`src/cbc_pkg.sv`:
```
// Purpose: constants and types shared by the status bus command controller
// Assumes: 100 MHz core clock
// Notes:   offsets are byte addresses on the register bus
package cbc_pkg;

  // ----------------------------------------------------------------
  // timing
  // ----------------------------------------------------------------
  localparam int CLK_PERIOD_NS  = 10;
  localparam int GRANT_MIN_NS   = 110;
  localparam int GRANT_MAX_NS   = 250;
  // least time rounds up to whole cycles
  localparam int GRANT_DLY_CYC  = (GRANT_MIN_NS + CLK_PERIOD_NS - 1) / CLK_PERIOD_NS;
  localparam int GRANT_CNT_W    = $clog2(GRANT_DLY_CYC + 1);

  // ----------------------------------------------------------------
  // status codes (bit2, bit1, bit0)
  // ----------------------------------------------------------------
  localparam logic [2:0] STS_INT_ACK = 3'h0;
  localparam logic [2:0] STS_IO_RD   = 3'h1;
  localparam logic [2:0] STS_IO_WR   = 3'h2;
  localparam logic [2:0] STS_HALT    = 3'h3;
  localparam logic [2:0] STS_CODE_RD = 3'h4;
  localparam logic [2:0] STS_MEM_RD  = 3'h5;
  localparam logic [2:0] STS_MEM_WR  = 3'h6;
  localparam logic [2:0] STS_PASSIVE = 3'h7;

  // ----------------------------------------------------------------
  // register map
  // ----------------------------------------------------------------
  localparam logic [3:0]  REG_CTRL       = 4'h0;
  localparam logic [3:0]  REG_STATUS     = 4'h4;
  localparam logic [3:0]  REG_CYCLES     = 4'h8;
  localparam int          CTRL_SOFT_EN   = 0;
  localparam int          CTRL_MASK_1ST  = 1;
  localparam logic [1:0]  CTRL_RESET     = 2'h1;
  localparam int          CYC_CNT_W      = 16;

  // ----------------------------------------------------------------
  // machine cycle phases
  // ----------------------------------------------------------------
  typedef enum logic [3:0] {
    CBC_IDLE = 4'b0001,
    CBC_T1   = 4'b0010,
    CBC_T2   = 4'b0100,
    CBC_T3   = 4'b1000
  } cbc_phase_t;

  typedef struct packed {
    logic ack;
    logic io_rd;
    logic io_wr;
    logic mem_rd;
    logic mem_wr;
  } cbc_kind_t;

endpackage

```
`src/cbc_ctrl.sv`:
```
// Purpose: status bus command controller top
// Assumes: 100 MHz core_clk_in; pins asynchronous; Avalon-MM slave for control
// Notes:   each machine cycle is T1 (strobe), T2 (read class), T3 (write)
//
// Our own choices: the placing of the registers and the Avalon-MM interface to the registers.

// How it works
// - status 000 ack, 001 io read, 010 io writes, 100/101/110 memory, 011/111 none
// - strap high selects io-bus mode; shared pin becomes peripheral enable
// - io-bus mode: io and ack commands ignore address enable
// - io-bus mode: io commands start at once, peripheral enable and direction follow
// - io-bus mode: memory commands still wait for address enable
// - system-bus mode: no command until fixed delay after address enable low
// - advanced writes start one phase before normal writes
// - acknowledge command times like an io read
// - data enable gates the transceiver, direction sets its way
// - io-bus mode: peripheral enable is the io transceiver enable
// - system-bus mode: cascade enable during acknowledge, never in io-bus mode
// - cascade enable rises with the address strobe of the acknowledge
// - address strobe pulses once every machine cycle, halt included
// - command enable low drives commands inactive, not three-stated
// - enable 110 to 250 ns after address enable low; release at once
// - direction high for writes, low for reads
// - command enable low forces data enables inactive too
// - passive status keeps commands high; commands low active
module cbc_ctrl
  import cbc_pkg::*;
(
  input  wire logic        core_clk_in,
  input  wire logic        rst_n_in,
  input  wire logic [2:0]  cpu_status_in,
  input  wire logic        io_bus_strap_in,
  input  wire logic        addr_enable_n_in,
  input  wire logic        cmd_enable_in,
  output logic             mem_rd_cmd_n_out,
  output logic             mem_wr_cmd_n_out,
  output logic             adv_mem_wr_cmd_n_out,
  output logic             io_rd_cmd_n_out,
  output logic             io_wr_cmd_n_out,
  output logic             adv_io_wr_cmd_n_out,
  output logic             int_ack_cmd_n_out,
  output logic             mem_cmd_oe_out,
  output logic             io_cmd_oe_out,
  output logic             addr_latch_strobe_out,
  output logic             data_enable_out,
  output logic             data_dir_out,
  output logic             cascade_periph_out,
  input  wire logic [3:0]  avs_address_in,
  input  wire logic        avs_read_in,
  input  wire logic        avs_write_in,
  input  wire logic [31:0] avs_writedata_in,
  input  wire logic [3:0]  avs_byteenable_in,
  output logic [31:0]      avs_readdata_out,
  output logic             avs_waitrequest_out
);

  // ----------------------------------------------------------------
  // state
  // ----------------------------------------------------------------
  typedef struct packed {
    cbc_phase_t             phase;
    cbc_kind_t              kind;
    logic                   ack_second;
    logic [GRANT_CNT_W-1:0] grant_cnt;
    logic                   grant_ok;
    logic                   mem_rd_n;
    logic                   mem_wr_n;
    logic                   adv_mem_wr_n;
    logic                   io_rd_n;
    logic                   io_wr_n;
    logic                   adv_io_wr_n;
    logic                   int_ack_n;
    logic                   mem_oe;
    logic                   io_oe;
    logic                   ale;
    logic                   dat_en;
    logic                   dir;
    logic                   casc_per;
    logic [1:0]             ctrl;
    logic [CYC_CNT_W-1:0]   cycles;
    logic                   waitreq;
    logic [31:0]            rdata;
  } cbc_state_t;

  cbc_state_t s;
  cbc_state_t next_s;

  logic [2:0] sts;
  logic       io_mode;
  logic       grant_n;
  logic       cmd_en;
  cbc_kind_t  dec_kind;
  logic       dec_active;

  // ----------------------------------------------------------------
  // pin synchronisers
  // ----------------------------------------------------------------
  // reset values: passive status, system mode, bus not granted, disabled
  cbc_sync #(
    .W (6)
  ) u_sync (
    .core_clk_in  (core_clk_in),
    .rst_n_in     (rst_n_in),
    .async_in     ({cpu_status_in, io_bus_strap_in, addr_enable_n_in, cmd_enable_in}),
    .reset_val_in ({STS_PASSIVE, 1'b0, 1'b1, 1'b0}),
    .sync_out     ({sts, io_mode, grant_n, cmd_en})
  );

  cbc_decode u_decode (
    .status_in  (sts),
    .kind_out   (dec_kind),
    .active_out (dec_active)
  );

  // ----------------------------------------------------------------
  // next state
  // ----------------------------------------------------------------
  logic cmd_en_eff;
  logic mem_go;
  logic io_go;
  logic early;
  logic late;
  logic io_kind;
  logic mem_kind;
  logic req;

  always_comb begin
    next_s   = s;
    cmd_en_eff = cmd_en & s.ctrl[CTRL_SOFT_EN];
    early    = 1'b0;
    late     = 1'b0;
    io_kind  = 1'b0;
    mem_kind = 1'b0;
    mem_go   = 1'b0;
    io_go    = 1'b0;
    req      = avs_read_in | avs_write_in;

    // fixed delay after address enable low; high drops it at once
    if (grant_n) begin
      next_s.grant_cnt = '0;
      next_s.grant_ok  = 1'b0;
    end else if (s.grant_cnt != GRANT_CNT_W'(GRANT_DLY_CYC)) begin
      next_s.grant_cnt = s.grant_cnt + 1'b1;
      next_s.grant_ok  = 1'b0;
    end else begin
      next_s.grant_ok  = 1'b1;
    end

    // phase sequencing on core clock edges
    next_s.ale = 1'b0;
    case (s.phase)
      CBC_IDLE: begin
        if (dec_active) begin
          next_s.phase  = CBC_T1;
          next_s.kind   = dec_kind;
          next_s.ale    = 1'b1;
          next_s.cycles = s.cycles + 1'b1;
        end
      end
      CBC_T1: begin
        next_s.phase = CBC_T2;
      end
      CBC_T2: begin
        next_s.phase = CBC_T3;
      end
      CBC_T3: begin
        if (!dec_active) begin
          next_s.phase = CBC_IDLE;
          next_s.kind  = '0;
          // pair acknowledge cycles; any other cycle restarts the pairing
          next_s.ack_second = s.kind.ack ? ~s.ack_second : 1'b0;
        end
      end
      default: begin
        next_s.phase = CBC_IDLE;
        next_s.kind  = '0;
      end
    endcase

    early    = (next_s.phase == CBC_T2) || (next_s.phase == CBC_T3);
    late     = (next_s.phase == CBC_T3);
    io_kind  = next_s.kind.io_rd | next_s.kind.io_wr | next_s.kind.ack;
    mem_kind = next_s.kind.mem_rd | next_s.kind.mem_wr;

    // three-state enables follow address enable; io enable also held on in io-bus mode
    next_s.mem_oe = next_s.grant_ok;
    next_s.io_oe  = io_mode | next_s.grant_ok;
    mem_go = next_s.grant_ok & cmd_en_eff;
    io_go  = next_s.io_oe & cmd_en_eff;

    // commands: read class and advanced writes early, normal writes late
    next_s.mem_rd_n     = ~(early & next_s.kind.mem_rd & mem_go);
    next_s.adv_mem_wr_n = ~(early & next_s.kind.mem_wr & mem_go);
    next_s.mem_wr_n     = ~(late  & next_s.kind.mem_wr & mem_go);
    next_s.io_rd_n      = ~(early & next_s.kind.io_rd  & io_go);
    next_s.adv_io_wr_n  = ~(early & next_s.kind.io_wr  & io_go);
    next_s.io_wr_n      = ~(late  & next_s.kind.io_wr  & io_go);
    next_s.int_ack_n    = ~(early & next_s.kind.ack    & io_go);

    // direction high only for writes, set from the strobe phase on
    next_s.dir = (next_s.phase != CBC_IDLE) &
                 (next_s.kind.mem_wr | next_s.kind.io_wr);

    if (io_mode) begin
      // io transfers use the peripheral transceiver
      next_s.dat_en   = early & mem_kind & mem_go;
      next_s.casc_per = ~(early & io_kind & cmd_en_eff);
    end else begin
      next_s.dat_en   = early & (mem_kind | io_kind) & mem_go;
      // cascade rides with the strobe; first of a pair may be masked
      next_s.casc_per = (next_s.phase == CBC_T1) & next_s.kind.ack &
                        (next_s.ack_second | ~s.ctrl[CTRL_MASK_1ST]);
    end

    // register bus: answer one cycle after the request is seen
    next_s.waitreq = ~(req & s.waitreq);
    if (avs_read_in & s.waitreq) begin
      case (avs_address_in)
        REG_CTRL:   next_s.rdata = {30'h0, s.ctrl};
        REG_STATUS: next_s.rdata = {16'h0, 4'h0, s.phase, s.grant_ok, cmd_en,
                                    io_mode, s.ack_second, 1'b0, sts};
        REG_CYCLES: next_s.rdata = {16'h0, s.cycles};
        default:    next_s.rdata = '0;
      endcase
    end
    // a write lands only at the edge where the master sees waitrequest low
    if (avs_write_in && !s.waitreq && avs_address_in == REG_CTRL &&
        avs_byteenable_in[0]) begin
      next_s.ctrl = avs_writedata_in[1:0];
    end
  end

  // ----------------------------------------------------------------
  // registers
  // ----------------------------------------------------------------
  always_ff @(posedge core_clk_in) begin
    if (!rst_n_in) begin
      s              <= '0;
      s.phase        <= CBC_IDLE;
      s.mem_rd_n     <= 1'b1;
      s.mem_wr_n     <= 1'b1;
      s.adv_mem_wr_n <= 1'b1;
      s.io_rd_n      <= 1'b1;
      s.io_wr_n      <= 1'b1;
      s.adv_io_wr_n  <= 1'b1;
      s.int_ack_n    <= 1'b1;
      s.ctrl         <= CTRL_RESET;
      s.waitreq      <= 1'b1;
    end else begin
      s <= next_s;
    end
  end

  // ----------------------------------------------------------------
  // outputs, all from flops
  // ----------------------------------------------------------------
  assign mem_rd_cmd_n_out      = s.mem_rd_n;
  assign mem_wr_cmd_n_out      = s.mem_wr_n;
  assign adv_mem_wr_cmd_n_out  = s.adv_mem_wr_n;
  assign io_rd_cmd_n_out       = s.io_rd_n;
  assign io_wr_cmd_n_out       = s.io_wr_n;
  assign adv_io_wr_cmd_n_out   = s.adv_io_wr_n;
  assign int_ack_cmd_n_out     = s.int_ack_n;
  assign mem_cmd_oe_out        = s.mem_oe;
  assign io_cmd_oe_out         = s.io_oe;
  assign addr_latch_strobe_out = s.ale;
  assign data_enable_out       = s.dat_en;
  assign data_dir_out          = s.dir;
  assign cascade_periph_out    = s.casc_per;
  assign avs_readdata_out      = s.rdata;
  assign avs_waitrequest_out   = s.waitreq;

endmodule

```
`src/cbc_sync.sv`:
```
// Purpose: two flip-flop synchroniser for pin inputs
// Assumes: inputs are asynchronous levels
// Notes:   first stage is read only by the second stage
module cbc_sync #(
  parameter int W = 1
) (
  input  wire logic         core_clk_in,
  input  wire logic         rst_n_in,
  input  wire logic [W-1:0] async_in,
  input  wire logic [W-1:0] reset_val_in,
  output logic      [W-1:0] sync_out
);

  typedef struct packed {
    logic [W-1:0] s1;
    logic [W-1:0] s2;
  } cbc_sync_t;

  cbc_sync_t s;
  cbc_sync_t next_s;

  always_comb begin
    next_s.s1 = async_in;
    next_s.s2 = s.s1;
  end

  // reset value is a constant tie-off at the instance
  always_ff @(posedge core_clk_in) begin
    if (!rst_n_in) begin
      s <= {reset_val_in, reset_val_in};
    end else begin
      s <= next_s;
    end
  end

  assign sync_out = s.s2;

endmodule

```
`src/cbc_decode.sv`:
```
// Purpose: status code to cycle kind decode
// Assumes: status already synchronised
// Notes:   halt and passive decode to no kind
module cbc_decode
  import cbc_pkg::*;
(
  input  wire logic [2:0] status_in,
  output cbc_kind_t       kind_out,
  output logic            active_out
);

  always_comb begin
    kind_out        = '0;
    active_out      = (status_in != STS_PASSIVE);
    case (status_in)
      STS_INT_ACK: kind_out.ack    = 1'b1;
      STS_IO_RD:   kind_out.io_rd  = 1'b1;
      STS_IO_WR:   kind_out.io_wr  = 1'b1;
      STS_CODE_RD: kind_out.mem_rd = 1'b1;
      STS_MEM_RD:  kind_out.mem_rd = 1'b1;
      STS_MEM_WR:  kind_out.mem_wr = 1'b1;
      default:     kind_out        = '0;    // halt, passive
    endcase
  end

endmodule

```
`config.mk`:
```
export PLATFORM = sky130hd
export DESIGN_NAME = cbc_ctrl
export DESIGN_NICKNAME = d
export VERILOG_FILES = /design/src/cbc_pkg.sv /design/src/cbc_ctrl.sv /design/src/cbc_sync.sv /design/src/cbc_decode.sv
export SDC_FILE = /design/constraint.sdc
export NUM_CORES = 1
export LEC_CHECK = 0
export CAP_MARGIN = 20
export CORE_ASPECT_RATIO = 2
export CORE_MARGIN = 1.5
export CORE_UTILIZATION = 51
export CTS_BUF_LIST = sky130_fd_sc_hd__clkbuf_8
export CTS_CLUSTER_DIAMETER = 200
export DETAILED_ROUTE_END_ITERATION = 8
export DONT_BUFFER_PORTS = 1
export HOLD_SLACK_MARGIN = 0.12
export MAX_ROUTING_LAYER = met4
export PLACE_DENSITY_LB_ADDON = 0.08
export SLEW_MARGIN = 20
export SYNTH_ARGS = -nofsm -noshare
export SYNTH_HDL_FRONTEND = slang
export SYNTH_SLANG_ARGS = --single-unit
```
`constraint.sdc`:
```
create_clock -name core_clk_in -period 2.5 [get_ports core_clk_in]
set_input_delay 0.25 -clock core_clk_in [delete_from_list [all_inputs] [get_ports core_clk_in]]
set_output_delay 0.25 -clock core_clk_in [all_outputs]
set_load 0.02 [all_outputs]
```
==> key figures <==
Drt
  – Post-route DRC violation count: 0
  – Post-route ant nets: 0
  – Final wirelength: 6960 um
  – Count of TritonRoute iterations in the first routing pass: 5
  – Vias/cell: 5.20
  – Detailed-route via count: 2404
  – Violation count after the first detailed-routing iteration: 101
  – Wire per inst: 15.1 um

Synth
  – Post-synthesis area per instance: 8.70 sq um
  – Number of warning messages in the yosys log: 0
  – Post-synth design cell area: 0.00325 sq mm
  – Most used DFF post-synth: sky130_fd_sc_hd__dfxtp_1
  – Number of synthesized register bits: 74
  – Count of cell types in the netlist: 48
  – Seq/Total Area, Yosys: 0.455
  – Fraction of registers with async set/reset: 0
  – Number of synthesized flops with an enable pin: 0
  – Instance count of the mapped netlist: 374

Layout
  – Growth of design area from synthesis to finish: 7.15%
  – Fraction of layout instances using a drive strength above 1: 0.0745
  – Post-layout nets: 424
  – Final non-filler cell total: 462
  – Share of the core filled with cells in the final layout: 0.557
  – Number of antenna diodes: 0

Timing
  – Total count of hold-check failures in the final report: 0
  – Final number of setup-violating endpoints: 0
  – Transition at the pin with the smallest max-transition slack: 754 ps
  – Fin crit share: 0.879
  – Number of pins with negative max-slew slack in the final report: 0
  – Unrepaired setup endpoints after global routing: no
  – Headroom to the max-slew limit: 0.495
  – Time the worst path needs with I/O delays and setup: 2200 ps
  – Max Clk Rate: 455 MHz
  – TNS Setup: 0 ps
  – Setup skew after layout: 7.98 ps

Floorplanning
  – Horiz. Die Dim: 59.5 um
  – Row cnt: 41
  – Die Area: 0.00690 sq mm
  – Area inside the core boundary: 0.00626 sq mm
  – I/O pins: 96
  – Starting Density: 0.520
  – Vert. Die Dim: 116 um

Status
  – Status: finished clean

Global routing
  – Antenna violations before repair: 0
  – Largest net degree at the start of global routing: 25
  – Number of global-route vias before repair: 2421
  – Grt total ovfl: 0
  – Global-route wire length before repair: 11600 um
  – Gr usage total: 0.237

Power
  – Maximum vdd drop: 0.464 mV
  – Leakage: 0.00127 uW
  – PnR Total Power: 2260 uW
  – Power density normalized to cell area: 649 mW/mm^2

Worst setup path
  – Reg2Reg Setup Slack: 300 ps
  – Critical-path maximum fanout: 5
  – Type of element launching the critical path: register
  – RR Endpoint: s[48]
  – Data arrival time of the critical path: 2430 ps
  – Critical Path End Type: register
  – Startpoint of the lowest-slack register-to-register path: s[76]
  – Critical path launch point: s[76]
  – Type of the setup path with the least slack: reg -> reg
  – Worst Path Required: 2730 ps
  – Cell count of the worst reg-to-reg path: 5
  – Endpoint of the worst setup timing path: s[48]

Clock tree
  – Clock tree from TritonCTS: yes
  – Maximum clock path buffer count: 2
  – Cts bufs inserted: 9
  – Count of cells resized by post-cts repair: 0
  – CTS clk-pin slew, worst paths: 70 ps
  – CTS Root Buffer Type: sky130_fd_sc_hd__clkbuf_8
  – Number of sinks on the clock net: 74
  – Clock latency reported for the late side of the worst-skew pair: 350 ps
  – Clock H-tree levels: 3

Hold path
  – Class of the most critical hold timing path: in -> reg

Placed design
  – Number of input and output port buffers inserted: 0
  – Post-DP HPWL: 5020 um
  – Placed insts: 436
  – Weighted congestion reported at the end of routability-driven placement: 0.823

Job
  – Max-Cap Viols: 0
-- stage by stage --
step | worst slack [ps] | cell area, sq um | hold WS, ps
after floorplan | 432 | 3310 | 323
after global placement | 304 | 3190 | 320
after detailed placement | 278 | 3190 | 322
after CTS | 264 | 3490 | 175
after global routing | 197 | 3490 | 187
final | 302 | 3490 | 176
-- cell type report --
cell class	count	area [sq um]
Clock buffer	10	138
Sequential cell	74	1480
Tap cell	86	108
Inverter	5	18.8
Fill cell	588	2770
Clock inverter	5	47.5
Multi-Input combinational cell	258	1490
Timing Repair Buffer	24	208
-- worst min path at each step --
stage                   from  cells past startpoint  slack, ps            endpoint
floorplan           rst_n_in                      1        320  u_sync.sync_out[1]
global placement    rst_n_in                      1        320               s[49]
finish              rst_n_in                      2        180               s[68]
global route        rst_n_in                      2        190               s[68]
CTS                 rst_n_in                      2        180               s[68]
detailed placement  rst_n_in                      1        320               s[49]
-- cell usage in the layout, fill, tap and decap left out, drive strengths merged, types with 10 or more instances in the layout --
cell type | Yosys | final
and2 | 11 | 11
nand3 | 14 | 14
buf | 33 | 13
nor2 | 43 | 43
nand2b | 11 | 11
clkbuf | 19 | 10
dfxtp | 74 | 74
dlygate4sd3 | 0 | 11
a21oi | 16 | 16
conb | 1 | 16
nand2 | 37 | 37
o21ai | 14 | 14
a22oi | 10 | 10
-- per-layer routing --
layer	vias up	wire, um	share of wire	GRT usage
met5	-	0	0	-
met1	1104	2620	0.38	0.222
li1	1235	-	-	-
met3	11	236	0.034	0.0558
met2	54	3940	0.57	0.432
met4	0	162	0.023	0.115
-- Yosys cell counts (5+ instances only) --
master	instances	area share
sky130_fd_sc_hd__a21oi_1	16	0.025
sky130_fd_sc_hd__a22oi_1	10	0.023
sky130_fd_sc_hd__a2bb2oi_1	6	0.016
sky130_fd_sc_hd__and2_1	11	0.021
sky130_fd_sc_hd__and3_1	5	0.0096
sky130_fd_sc_hd__buf_4	32	0.074
sky130_fd_sc_hd__clkbuf_1	18	0.021
sky130_fd_sc_hd__dfxtp_1	74	0.46
sky130_fd_sc_hd__inv_1	5	0.0058
sky130_fd_sc_hd__mux2i_1	6	0.018
sky130_fd_sc_hd__nand2_1	37	0.043
sky130_fd_sc_hd__nand2b_1	11	0.021
sky130_fd_sc_hd__nand3_1	14	0.022
sky130_fd_sc_hd__nor2_1	43	0.050
sky130_fd_sc_hd__nor3_1	8	0.012
sky130_fd_sc_hd__o21ai_0	14	0.022
sky130_fd_sc_hd__xnor2_1	8	0.022
sky130_fd_sc_hd__xor2_1	8	0.022
-- worst max-delay path, cell delays in order, from the launching register on --
cell,delay [ps]
sky130_fd_sc_hd__dfxtp_1,310
sky130_fd_sc_hd__or4b_4,560
sky130_fd_sc_hd__or4_1,640
sky130_fd_sc_hd__nor3_1,360
sky130_fd_sc_hd__xnor2_1,160
sky130_fd_sc_hd__nor2_1,50
-- state kept, by name, indices dropped and copies added (netlist names), 6 cells and up --
name,count
avs_readdata_out,16
u_sync.next_s,6
u_sync.sync_out,6
s,32
-- report_power, final --
part           switching (uW)  internal (uW)
clock network             405            472
logic                     108           60.5
registers                18.5           1200
-- kinds of logic after synthesis --
group | count (synthesis) | synth area share
buffers and inverters | 57 | 0.105
other | 1 | 0.00115
DFF | 74 | 0.455
AOI/OAI and AO/OA | 62 | 0.126
muxes | 6 | 0.0185
xor gates and xnor gates | 16 | 0.0431
adders and majority gates | 2 | 0.00769
and+or+nand+nor | 156 | 0.243
-- timing repair --
item,CTS,global route
hold buffers,11,0
endpoints found under the hold margin,23,0
setup buffers,0,0
(Power assumes the default switching activity.)
